File: config.mk
export PLATFORM = sky130hd
export DESIGN_NAME = tss_store
export DESIGN_NICKNAME = d
export VERILOG_FILES = /design/src/tss_pkg.sv /design/src/tss_store.sv
export SDC_FILE = /design/constraint.sdc
export NUM_CORES = 1
export LEC_CHECK = 0
export BUFFER_PORTS_ARGS = -buffer_cell sky130_fd_sc_hd__buf_4
export CAP_MARGIN = 25
export CORE_UTILIZATION = 56
export DETAILED_ROUTE_END_ITERATION = 6
export PLACE_DENSITY_LB_ADDON = 0.25
export SLEW_MARGIN = 15
export SYNTH_ARGS = -nofsm -noshare
export SYNTH_HDL_FRONTEND = slang
export SYNTH_SLANG_ARGS = --single-unit
File: constraint.sdc
create_clock -name clock -period 18.7 [get_ports clock]
set_input_delay 2.805 -clock clock [delete_from_list [all_inputs] [get_ports clock]]
set_output_delay 2.805 -clock clock [all_outputs]
set_load 0.05 [all_outputs]
File: src/tss_pkg.sv
// ==========================================================================
// shared constants and types
package tss_pkg;
  localparam int TSS_SIG_W = 16;
  localparam int TSS_DEPTH = 32;
  localparam int TSS_AW    = 8;

  // register byte offsets
  localparam logic [7:0] TSS_A_CTRL = 8'h00;
  localparam logic [7:0] TSS_A_KEY  = 8'h04;
  localparam logic [7:0] TSS_A_STAT = 8'h08;
  localparam logic [7:0] TSS_A_AGG  = 8'h0C;
  localparam logic [7:0] TSS_A_REF  = 8'h10;

  // key register bits (write-one pulses)
  localparam int TSS_K_PROBE   = 0;
  localparam int TSS_K_REVIEW  = 1;
  localparam int TSS_K_REPLACE = 2;
  localparam int TSS_K_CLEAR   = 3;
  // control register bits
  localparam int TSS_C_HOLD    = 0;
  // status register fields
  localparam int TSS_S_REVIEW  = 0;
  localparam int TSS_S_REPLACE = 1;
  localparam int TSS_S_ERR     = 2;
  localparam int TSS_S_ARMED   = 3;
  localparam int TSS_S_ECODE   = 8;
  localparam int TSS_S_COUNT   = 16;

  localparam logic [7:0]  TSS_ERR_NONE  = 8'h00;
  localparam logic [7:0]  TSS_ERR_EMPTY = 8'h01;
  localparam logic [7:0]  TSS_ERR_AGG   = 8'h02;
  localparam logic [6:0]  TSS_REF_RST   = 7'h00;
  localparam logic [7:0]  TSS_REF_MOD   = 8'h64;
  localparam logic [6:0]  TSS_DEC       = 7'h0A;
  localparam logic [3:0]  TSS_DP_ALL    = 4'hF;
  localparam logic [3:0]  TSS_DP_NONE   = 4'h0;
  localparam logic [15:0] TSS_SIG_RST   = 16'h0000;
  localparam logic [31:0] TSS_WORD_RST  = 32'h0000_0000;

  typedef enum logic [2:0] {
    TSS_IDLE  = 3'b001,
    TSS_ARMED = 3'b010,
    TSS_TRIG  = 3'b100
  } tss_meas_t;

  typedef struct packed {
    logic                 start;
    logic                 done;
    logic [TSS_SIG_W-1:0] sig;
  } tss_meas_in_t;

  typedef struct packed {
    logic [TSS_SIG_W-1:0] sig;
    logic [7:0]           ref_bcd;
    logic                 ref_on;
    logic [3:0]           dp;
    logic                 agg_led;
  } tss_disp_t;
endpackage : tss_pkg

File: src/tss_store.sv
// Function
// - probe press marks next started measurement
// - only triggered results enter the store
// - only triggered results change the aggregate
// - hold mode displays triggered results only
// - 32-deep push-down stack, oldest dropped
// - reference numbers start at 1, keep counting
// - numbering restarts on clear/reset, wraps from 99 to 0
// - reference numbers kept as two digits
// - aggregate updated from previous plus new
// - aggregate is sum of triggered results
// - review opens on aggregate, all points lit
// - review key toggles review mode
// - probe in review steps newest to oldest
// - past oldest wraps to the aggregate
// - review without replace: no measuring
// - replace alone overwrites newest entry
// - replace with review overwrites shown entry
// - aggregate cannot be replaced
// - replacement recomputes the aggregate
// - entries never deleted, only overwritten
// - clear empties store and aggregate, keeps review/replace/hold modes, resets gate
// - under error first clear drops message
// - probe in self-test starts segment test
// - replace on empty store raises error
// - replacing aggregate raises error
// - pending error ignores all but clear
`timescale 1ns/1ns
`default_nettype none
module tss_store import tss_pkg::*; #(
  parameter int DEPTH = TSS_DEPTH             // stack depth
) (
  input  wire logic                 clock,        // 25 MHz clock
  input  wire logic                 resetn,       // sync reset, low
  input  wire logic                 ce,           // clock enable
  input  wire logic                 psel,         // apb select
  input  wire logic                 penable,      // apb enable
  input  wire logic                 pwrite,       // apb direction
  input  wire logic [TSS_AW-1:0]    paddr,        // apb byte address
  input  wire logic [31:0]          pwdata,       // apb write data
  output logic      [31:0]          prdata,       // apb read data
  output logic                      pready,       // apb ready
  output logic                      pslverr,      // apb error
  input  wire logic                 probe_press,  // probe button pulse
  input  wire tss_meas_in_t         meas_in,      // engine result
  input  wire logic                 fail_valid,   // failure report
  input  wire logic [7:0]           fail_code,    // failure number
  input  wire logic                 selftest,     // self-test running
  input  wire logic                 unstable_in,  // engine unstable
  output tss_disp_t                 disp,         // display drive
  output logic                      meas_enable,  // engine may measure
  output logic                      meas_trig,    // current is triggered
  output logic                      gate_reset,   // clear pulse
  output logic      [7:0]           error_code,   // shown message
  output logic                      unstable_led, // unstable lamp
  output logic                      seg_test      // segment test pulse
);

  localparam int AW = $clog2(DEPTH);
  localparam int CW = $clog2(DEPTH + 1);
  localparam logic [CW-1:0] FULL = CW'(DEPTH);
  localparam logic [CW-1:0] CNT0 = '0;
  localparam logic [AW-1:0] ONE  = AW'(1);

  // ========================================================================
  // helpers
  // two-digit decimal form of a 0..99 count
  function automatic logic [7:0] to_bcd(input logic [6:0] v);
    logic [6:0] t;
    t = v / TSS_DEC;
    return {t[3:0], 4'(v - 7'(t * TSS_DEC))};
  endfunction : to_bcd

  // reference number of the entry k places below the newest
  function automatic logic [6:0] ref_at(input logic [6:0] r,
                                        input logic [AW-1:0] k);
    logic [7:0] s;
    s = {1'b0, r} + TSS_REF_MOD - 8'(k);
    if (s >= TSS_REF_MOD) begin
      s = s - TSS_REF_MOD;
    end
    return s[6:0];
  endfunction : ref_at

  // memory slot of the entry k places below the newest
  function automatic logic [AW-1:0] slot(input logic [AW-1:0] h,
                                         input logic [AW-1:0] k);
    return AW'(h - ONE - k);
  endfunction : slot

  // ========================================================================
  // state
  logic [TSS_SIG_W-1:0] mem [DEPTH];
  logic [AW-1:0]        head_q;
  logic [CW-1:0]        count_q;
  logic [6:0]           ref_q;
  logic [TSS_SIG_W-1:0] agg_q;
  logic [TSS_SIG_W-1:0] last_q;
  logic                 hold_q;
  logic                 review_q;
  logic                 replace_q;
  logic [CW-1:0]        pos_q;
  logic [7:0]           err_q;
  tss_meas_t            state_q;
  logic                 tgt_rep_q;
  logic [AW-1:0]        tgt_k_q;

  // ========================================================================
  // event decode
  logic apb_wr, key_wr, probe_ev, clear_ev, err_pend, live;
  logic full_clear, msg_clear, review_ev, replace_ev, nonmeas;
  logic probe_live, step, rep_try, rep_err_empty, rep_err_agg, arm;
  logic st, st_push, st_rep;

  assign apb_wr     = ce & psel & penable & pready & pwrite;
  assign key_wr     = apb_wr & (paddr == TSS_A_KEY);
  assign probe_ev   = ce & (probe_press | (key_wr & pwdata[TSS_K_PROBE]));
  assign clear_ev   = key_wr & pwdata[TSS_K_CLEAR];
  assign err_pend   = (err_q != TSS_ERR_NONE);
  // anything but clear is dropped while a message stands
  assign live       = ~err_pend & ~selftest;
  assign full_clear = clear_ev & ~err_pend;
  assign msg_clear  = clear_ev & err_pend;
  assign review_ev  = live & key_wr & pwdata[TSS_K_REVIEW];
  assign replace_ev = live & key_wr & pwdata[TSS_K_REPLACE];
  assign nonmeas    = review_q & ~replace_q;
  assign probe_live = live & probe_ev;
  assign step       = probe_live & nonmeas;
  assign rep_try    = probe_live & replace_q;
  assign rep_err_empty = rep_try & (count_q == CNT0);
  assign rep_err_agg   = rep_try & review_q & (pos_q == CNT0)
                         & (count_q != CNT0);
  assign arm        = probe_live & ~nonmeas & ~rep_err_empty
                      & ~rep_err_agg;
  assign st         = ce & (state_q == TSS_TRIG) & meas_in.done
                      & ~full_clear;
  assign st_push    = st & ~tgt_rep_q;
  assign st_rep     = st & tgt_rep_q;

  // ========================================================================
  // triggered-measurement tracker
  always_ff @(posedge clock) begin
    if (!resetn) begin
      state_q   <= TSS_IDLE;
      tgt_rep_q <= 1'b0;
      tgt_k_q   <= '0;
    end else if (ce) begin
      if (full_clear) begin
        state_q <= TSS_IDLE;
      end else begin
        unique case (state_q)
          TSS_IDLE, TSS_ARMED: begin
            if (state_q == TSS_ARMED && meas_in.start) begin
              state_q <= TSS_TRIG;
            end else if (arm) begin
              state_q   <= TSS_ARMED;
              tgt_rep_q <= replace_q;
              // replace alone hits the newest, with review the shown one
              tgt_k_q   <= review_q ? AW'(pos_q - CW'(1)) : '0;
            end
          end
          TSS_TRIG: begin
            if (meas_in.done) begin
              state_q <= TSS_IDLE;
            end
          end
        endcase
      end
    end
  end

  // ========================================================================
  // stack storage; no reset, emptiness is carried by count_q
  always_ff @(posedge clock) begin
    if (ce && st_push) begin
      mem[head_q] <= meas_in.sig;
    end else if (ce && st_rep) begin
      mem[slot(head_q, tgt_k_q)] <= meas_in.sig;
    end
  end

  // stack pointer and fill level
  always_ff @(posedge clock) begin
    if (!resetn) begin
      head_q  <= '0;
      count_q <= CNT0;
    end else if (ce) begin
      if (full_clear) begin
        head_q  <= '0;
        count_q <= CNT0;
      end else if (st_push) begin
        head_q <= AW'(head_q + ONE);
        if (count_q != FULL) begin
          count_q <= CW'(count_q + CW'(1));
        end
      end
    end
  end

  // reference counter, modulo one hundred
  always_ff @(posedge clock) begin
    if (!resetn) begin
      ref_q <= TSS_REF_RST;
    end else if (ce) begin
      if (full_clear) begin
        ref_q <= TSS_REF_RST;
      end else if (st_push) begin
        ref_q <= (ref_q == 7'(TSS_REF_MOD - 8'h01)) ? TSS_REF_RST
                 : 7'(ref_q + 7'h01);
      end
    end
  end

  // aggregate: wraps at 16 bits, a replace swaps old for new
  always_ff @(posedge clock) begin
    if (!resetn) begin
      agg_q <= TSS_SIG_RST;
    end else if (ce) begin
      if (full_clear) begin
        agg_q <= TSS_SIG_RST;
      end else if (st_push) begin
        agg_q <= agg_q + meas_in.sig;
      end else if (st_rep) begin
        agg_q <= agg_q - mem[slot(head_q, tgt_k_q)]
                 + meas_in.sig;
      end
    end
  end

  // ========================================================================
  // modes
  always_ff @(posedge clock) begin
    if (!resetn) begin
      review_q  <= 1'b0;
      replace_q <= 1'b0;
      pos_q     <= CNT0;
    end else if (ce) begin
      if (review_ev) begin
        review_q <= ~review_q;
        pos_q    <= CNT0;
      end else if (full_clear) begin
        pos_q <= CNT0;
      end else if (step) begin
        // only stored positions are reachable, then back to aggregate
        pos_q <= (pos_q >= count_q) ? CNT0
                 : CW'(pos_q + CW'(1));
      end
      if (replace_ev) begin
        replace_q <= ~replace_q;
      end
    end
  end

  // display-hold setting; ignored in the non-measuring mode
  always_ff @(posedge clock) begin
    if (!resetn) begin
      hold_q <= 1'b0;
    end else if (apb_wr && paddr == TSS_A_CTRL && live && !nonmeas) begin
      hold_q <= pwdata[TSS_C_HOLD];
    end
  end

  // last measured value for the normal display
  always_ff @(posedge clock) begin
    if (!resetn) begin
      last_q <= TSS_SIG_RST;
    end else if (ce) begin
      if (full_clear) begin
        last_q <= TSS_SIG_RST;
      end else if (st || (meas_in.done && !hold_q)) begin
        last_q <= meas_in.sig;
      end
    end
  end

  // error message; a new fault beats the clear of the old one
  always_ff @(posedge clock) begin
    if (!resetn) begin
      err_q <= TSS_ERR_NONE;
    end else if (ce) begin
      if (fail_valid) begin
        err_q <= fail_code;
      end else if (rep_err_empty) begin
        err_q <= TSS_ERR_EMPTY;
      end else if (rep_err_agg) begin
        err_q <= TSS_ERR_AGG;
      end else if (msg_clear) begin
        err_q <= TSS_ERR_NONE;
      end
    end
  end

  // ========================================================================
  // registered outputs
  always_ff @(posedge clock) begin
    if (!resetn) begin
      disp <= '0;
    end else if (ce) begin
      if (review_q && pos_q == CNT0) begin
        disp.sig     <= agg_q;
        disp.ref_bcd <= '0;
        disp.ref_on  <= 1'b0;
        disp.dp      <= TSS_DP_ALL;
        disp.agg_led <= 1'b1;
      end else if (review_q) begin
        disp.sig <= mem[slot(head_q, AW'(pos_q - CW'(1)))];
        disp.ref_bcd <= to_bcd(ref_at(ref_q,
                               AW'(pos_q - CW'(1))));
        disp.ref_on  <= 1'b1;
        disp.dp      <= TSS_DP_NONE;
        disp.agg_led <= 1'b0;
      end else begin
        disp.sig     <= last_q;
        disp.ref_bcd <= '0;
        disp.ref_on  <= 1'b0;
        disp.dp      <= TSS_DP_NONE;
        disp.agg_led <= 1'b0;
      end
    end
  end

  // engine and panel side
  always_ff @(posedge clock) begin
    if (!resetn) begin
      meas_enable  <= 1'b0;
      meas_trig    <= 1'b0;
      gate_reset   <= 1'b0;
      error_code   <= TSS_ERR_NONE;
      unstable_led <= 1'b0;
      seg_test     <= 1'b0;
    end else if (ce) begin
      meas_enable  <= ~nonmeas & ~err_pend & ~full_clear;
      meas_trig    <= (state_q == TSS_TRIG);
      gate_reset   <= full_clear;
      error_code   <= err_q;
      unstable_led <= unstable_in & ~nonmeas & ~full_clear;
      seg_test     <= probe_ev & selftest & ~err_pend;
    end
  end

  // ========================================================================
  // apb slave: one wait-free access phase, ready from the setup cycle
  logic [31:0] rd_d;
  logic        err_d;
  always_comb begin
    rd_d  = TSS_WORD_RST;
    err_d = 1'b0;
    unique case (paddr)
      TSS_A_CTRL: rd_d[TSS_C_HOLD] = hold_q;
      TSS_A_KEY:  rd_d = TSS_WORD_RST;
      TSS_A_STAT: begin
        rd_d[TSS_S_REVIEW]  = review_q;
        rd_d[TSS_S_REPLACE] = replace_q;
        rd_d[TSS_S_ERR]     = err_pend;
        rd_d[TSS_S_ARMED]   = (state_q != TSS_IDLE);
        rd_d[TSS_S_ECODE +: 8]  = err_q;
        rd_d[TSS_S_COUNT +: CW] = count_q;
      end
      TSS_A_AGG:  rd_d[TSS_SIG_W-1:0] = agg_q;
      TSS_A_REF:  rd_d[7:0] = to_bcd(ref_q);
      default:    err_d = 1'b1;
    endcase
  end

  always_ff @(posedge clock) begin
    if (!resetn) begin
      pready  <= 1'b0;
      prdata  <= TSS_WORD_RST;
      pslverr <= 1'b0;
    end else if (ce) begin
      pready  <= psel & ~penable;
      prdata  <= rd_d;
      pslverr <= psel & ~penable & err_d;
    end
  end

  // ========================================================================
  // checks
  untrig_no_store_a: assert property (@(posedge clock) disable iff (!resetn)
    ce && meas_in.done && state_q != TSS_TRIG && !full_clear
    |=> $stable(head_q))
    else $error("untriggered result moved the stack");

  agg_add_a: assert property (@(posedge clock) disable iff (!resetn)
    st_push |=> agg_q == 16'($past(agg_q) + $past(meas_in.sig)))
    else $error("aggregate not advanced by triggered result");

  hold_display_a: assert property (@(posedge clock) disable iff (!resetn)
    ce && hold_q && !st && !full_clear |=> $stable(last_q))
    else $error("hold mode display changed untriggered");

  stack_bound_a: assert property (@(posedge clock) disable iff (!resetn)
    st_push && count_q == FULL |=> count_q == FULL && ref_q != $past(ref_q))
    else $error("full stack push misbehaved");

  ref_digits_a: assert property (@(posedge clock) disable iff (!resetn)
    st_push |=> ref_q == 7'((8'($past(ref_q)) + 8'h01) % TSS_REF_MOD)
                && ref_q < 7'(TSS_REF_MOD))
    else $error("reference number out of two digits");

  review_open_a: assert property (@(posedge clock) disable iff (!resetn)
    ce && review_ev && !review_q ##1 ce |=> disp.agg_led && disp.dp == TSS_DP_ALL)
    else $error("review did not open on aggregate");

  no_measure_a: assert property (@(posedge clock) disable iff (!resetn)
    ce && nonmeas |=> !meas_enable && !unstable_led)
    else $error("measuring while in review only");

  error_freeze_a: assert property (@(posedge clock) disable iff (!resetn)
    err_pend |=> $stable(review_q) && $stable(replace_q) && $stable(hold_q))
    else $error("key acted during pending error");

  empty_rep_a: assert property (@(posedge clock) disable iff (!resetn)
    rep_err_empty && !fail_valid |=> err_q == TSS_ERR_EMPTY)
    else $error("empty replace error not raised");

  clear_all_a: assert property (@(posedge clock) disable iff (!resetn)
    full_clear |=> count_q == CNT0 && agg_q == TSS_SIG_RST
                   && ref_q == TSS_REF_RST && gate_reset)
    else $error("clear left state behind");

endmodule : tss_store
`default_nettype wire

==> flow_summary.yaml <==
critical_path:
  cp.required_ns: 19.26
  critical_path_class: "flip-flop to flip-flop"
  r2r-end: "agg_q[15]"
  crit_family: "adder cells"
  critPathMaxStageDelay_ns: 1.52
  cp-end-kind: "flip-flop"
  worstRegToRegCells: 19
  startpoint: "head_q[0]"
  cp-endpoint: "agg_q[15]"
  r2r-start: "head_q[0]"
  crit_cells: 19
  critPathBufInv: 4
  critPathLaunchType: "flip-flop"
  crit_arrival_ns: 8.13
  crit_fanout: 62
  timing.reg2reg.setup_slack_ns: 11.12
  slowest_stage: "fa_4"
  crit_chain: "inv_1 -> ha_1 -> fa_4 -> buf_4 -> buf_16 -> mux4_2 -> mux4_2 -> mux2_2 -> fa_1 -> inv_1 -> ha_1 -> and2_1 -> a31oi_1 -> a31o_2 -> o21ai_0 -> a31oi_1 -> xnor2_1 -> nand3_1 -> a41oi_1"
route:
  drt-vias-per-instance: 6.74
  drtPass1Iterations: 5
  wl_per_cell_um: 28.1
  routed_wl_um: 88300
  via_count: 21200
  drc_errors: 0
  drtIter0Drc: 2405
  ant_nets: 0
sta:
  timing.final.crit_share: 0.405
  setup_viol_count_final: 0
  slew_violations: 0
  period_needed_ns: 7.58
  fin_skew_ns: 0.0375
  final.setup.tns_ns: 0
  finalHoldViolations: 0
  tightest_slew_ns: 1.06
  timing.fmax_mhz: 132
  relSlewSlack: 0.296
  rsz0062_at_grt: "false"
clock_network:
  clk_pin_slew_worst_paths_ns: 0.06
  cts_tree: "built"
  cts_hold_buf: 0
  cts_setup_buffers: 0
  clk_latency_ns: 0.63
  cts.path.max_buffers: 3
  cts_root_buf: "clkbuf_16"
  cts.sinks: 651
  cts_buffers: 70
  ctsResizeCount: 0
  cts_max_level: 3
floorplanning:
  start_util: 0.567
  core_sq_mm: 0.0590
  row_count: 89
  die_y_um: 246
  ios: 153
  die_area_sq_mm: 0.0607
  die_x_um: 246
logic_synthesis:
  ys_types: 91
  synth_seq_cells: 651
  syn_inst: 2211
  ys_warn_count: 0
  syn_area_per_cell_sq_um: 15.1
  ys_top_cells_by_count: "edfxtp_1 (512), mux4_2 (320), dfxtp_1 (139), nand2_1 (126), nor2_1 (120)"
  synthMostInstantiatedCell: "edfxtp_1"
  synthArstFlopShare: 0
  synth_top_cell_by_area: "edfxtp_1"
  synth-edff-count: 512
  synthFlopType: "edfxtp_1"
  synth_top_area_share: 0.459
  synth_area_leaders: "edfxtp_1 (46%), mux4_2 (22%), dfxtp_1 (8.3%), ha_1 (2.5%), nand2_1 (1.4%)"
  synth_seq_area_share: 0.543
  syn_area_sq_mm: 0.0335
grt:
  grt_usage: 0.295
  antenna_found_initial: 0
  grt_pass1_wl_um: 132000
  grt.overflow.total: 0
  grt_max_degree: 95
  first_global_vias: 21200
power_and_ir_drop:
  ir_worst_vdd_v: 0.000116
  p_per_area_mw_per_mm2: 81.5
  power.leakage_nw: 13.0
  fin_total_pwr_mw: 3.06
place:
  dp_hpwl_um: 54600
  gp_congestion: 0.843
  port-buffer-count: 114
job:
  drv_cap: 0
finish:
  drive_above_1_share: 0.293
  area_growth_pct: 12.3
  fin_nets: 2478
  antenna_cells: 0
outcome:
  status: "finished, final reports clean"
hold_path:
  hold_class: "flip-flop to flip-flop"
==> final cells by class <==
| cell class | count | area [sq um] |
|---|---|---|
| Fill cell | 4112 | 21400 |
| Clock buffer | 91 | 1950 |
| Timing Repair Buffer | 172 | 1340 |
| Inverter | 110 | 413 |
| Multi-Input combinational cell | 1309 | 14400 |
| Tap cell | 773 | 967 |
| Sequential cell | 651 | 18200 |
| Clock inverter | 36 | 334 |
==> worst register-to-register path, cell delays in order (launching register included) <==
cell,delay [ns]
dfxtp_1,0.60
inv_1,0.19
ha_1,0.41
fa_4,1.52
buf_4,0.54
buf_16,0.31
mux4_2,0.45
mux4_2,0.56
mux2_2,0.33
fa_1,0.50
inv_1,0.05
ha_1,0.36
and2_1,0.20
a31oi_1,0.21
a31o_2,0.23
o21ai_0,0.14
a31oi_1,0.45
xnor2_1,0.17
nand3_1,0.09
a41oi_1,0.20
==> registers in the layout, summed over array words and instances (netlist names), 3 cells and up <==
name and flops:
agg_q 16, count_q 6, disp 26, err_q 8
error_code 8, head_q 5, last_q 16, mem 512
pos_q 6, prdata 22, ref_q 7, state_q 3
tgt_k_q 5
==> layer usage <==
layer | global-route usage | share of wire | up-vias
li1 | - | - | 8909
met4 | 0.107 | 0.032 | 0
met3 | 0.0660 | 0.10 | 190
met2 | 0.482 | 0.49 | 1256
met1 | 0.390 | 0.37 | 10800
met5 | 0 | 0 | -
==> cell usage in the layout, fill, tap and decap left out, types with 13 or more instances in the layout <==
cell,count
a211oi_1,33
a21boi_0,22
a21o_1,16
a21oi_1,83
a31oi_1,13
and2_1,13
buf_4,169
clkbuf_16,73
clkinv_1,16
dfxtp_1,139
edfxtp_1,512
fa_1,19
ha_1,65
inv_1,108
mux2_2,27
mux2i_1,39
mux4_2,320
nand2_1,126
nand3_1,34
nor2_1,88
nor2_2,32
nor2b_1,50
nor3_1,19
o211a_1,21
o21a_1,13
o21ai_0,34
xnor2_1,41
xor2_1,22
==> through the flow <==
| stage | hold slack [ns] | area (sq um) | utilization | worst slack [ns] | cells |
|---|---|---|---|---|---|
| after floorplan | 0.436 | 33500 | - | 12.36 | 2220 |
| after global placement | 0.442 | 35200 | 0.597 | 11.09 | 3012 |
| after global routing | 0.469 | 37600 | 0.637 | 10.99 | 3142 |
| after CTS | 0.456 | 37500 | 0.636 | 10.98 | 3139 |
| final | 0.456 | 37600 | 0.637 | 11.12 | 3142 |
| after detailed placement | 0.446 | 35200 | 0.597 | 10.99 | 3012 |
==> how the worst min path moves through the flow <==
stage,cells past startpoint,to,startpoint
2_1_floorplan,2,last_q[15],last_q[15]
3_3_place_gp,2,last_q[14],last_q[14]
3_5_place_dp,2,last_q[13],last_q[13]
4_1_cts,2,last_q[13],last_q[13]
5_1_grt,2,last_q[4],last_q[4]
6_report,2,last_q[4],last_q[4]
==> where the power goes <==
part / switching, mW / total [mW] / internal (mW)
Combinational: 0.0747 / 0.110 / 0.0348
Sequential: 0.00464 / 1.57 / 1.56
Clock: 0.589 / 1.38 / 0.796
Total: 0.668 / 3.06 / 2.40
==> logic make-up after synthesis <==
| logic type | count (synthesis) | synth area share |
|---|---|---|
| AOI/OAI and AO/OA | 315 | 0.0665 |
| xor gates and xnor gates | 73 | 0.0206 |
| adders and majority gates | 89 | 0.0379 |
| buffers and inverters | 260 | 0.0320 |
| DFF | 651 | 0.543 |
| muxes | 387 | 0.237 |
| other | 1 | 0.000112 |
| and+or+nand+nor | 435 | 0.0637 |
Power figures use the tool's default switching activity.
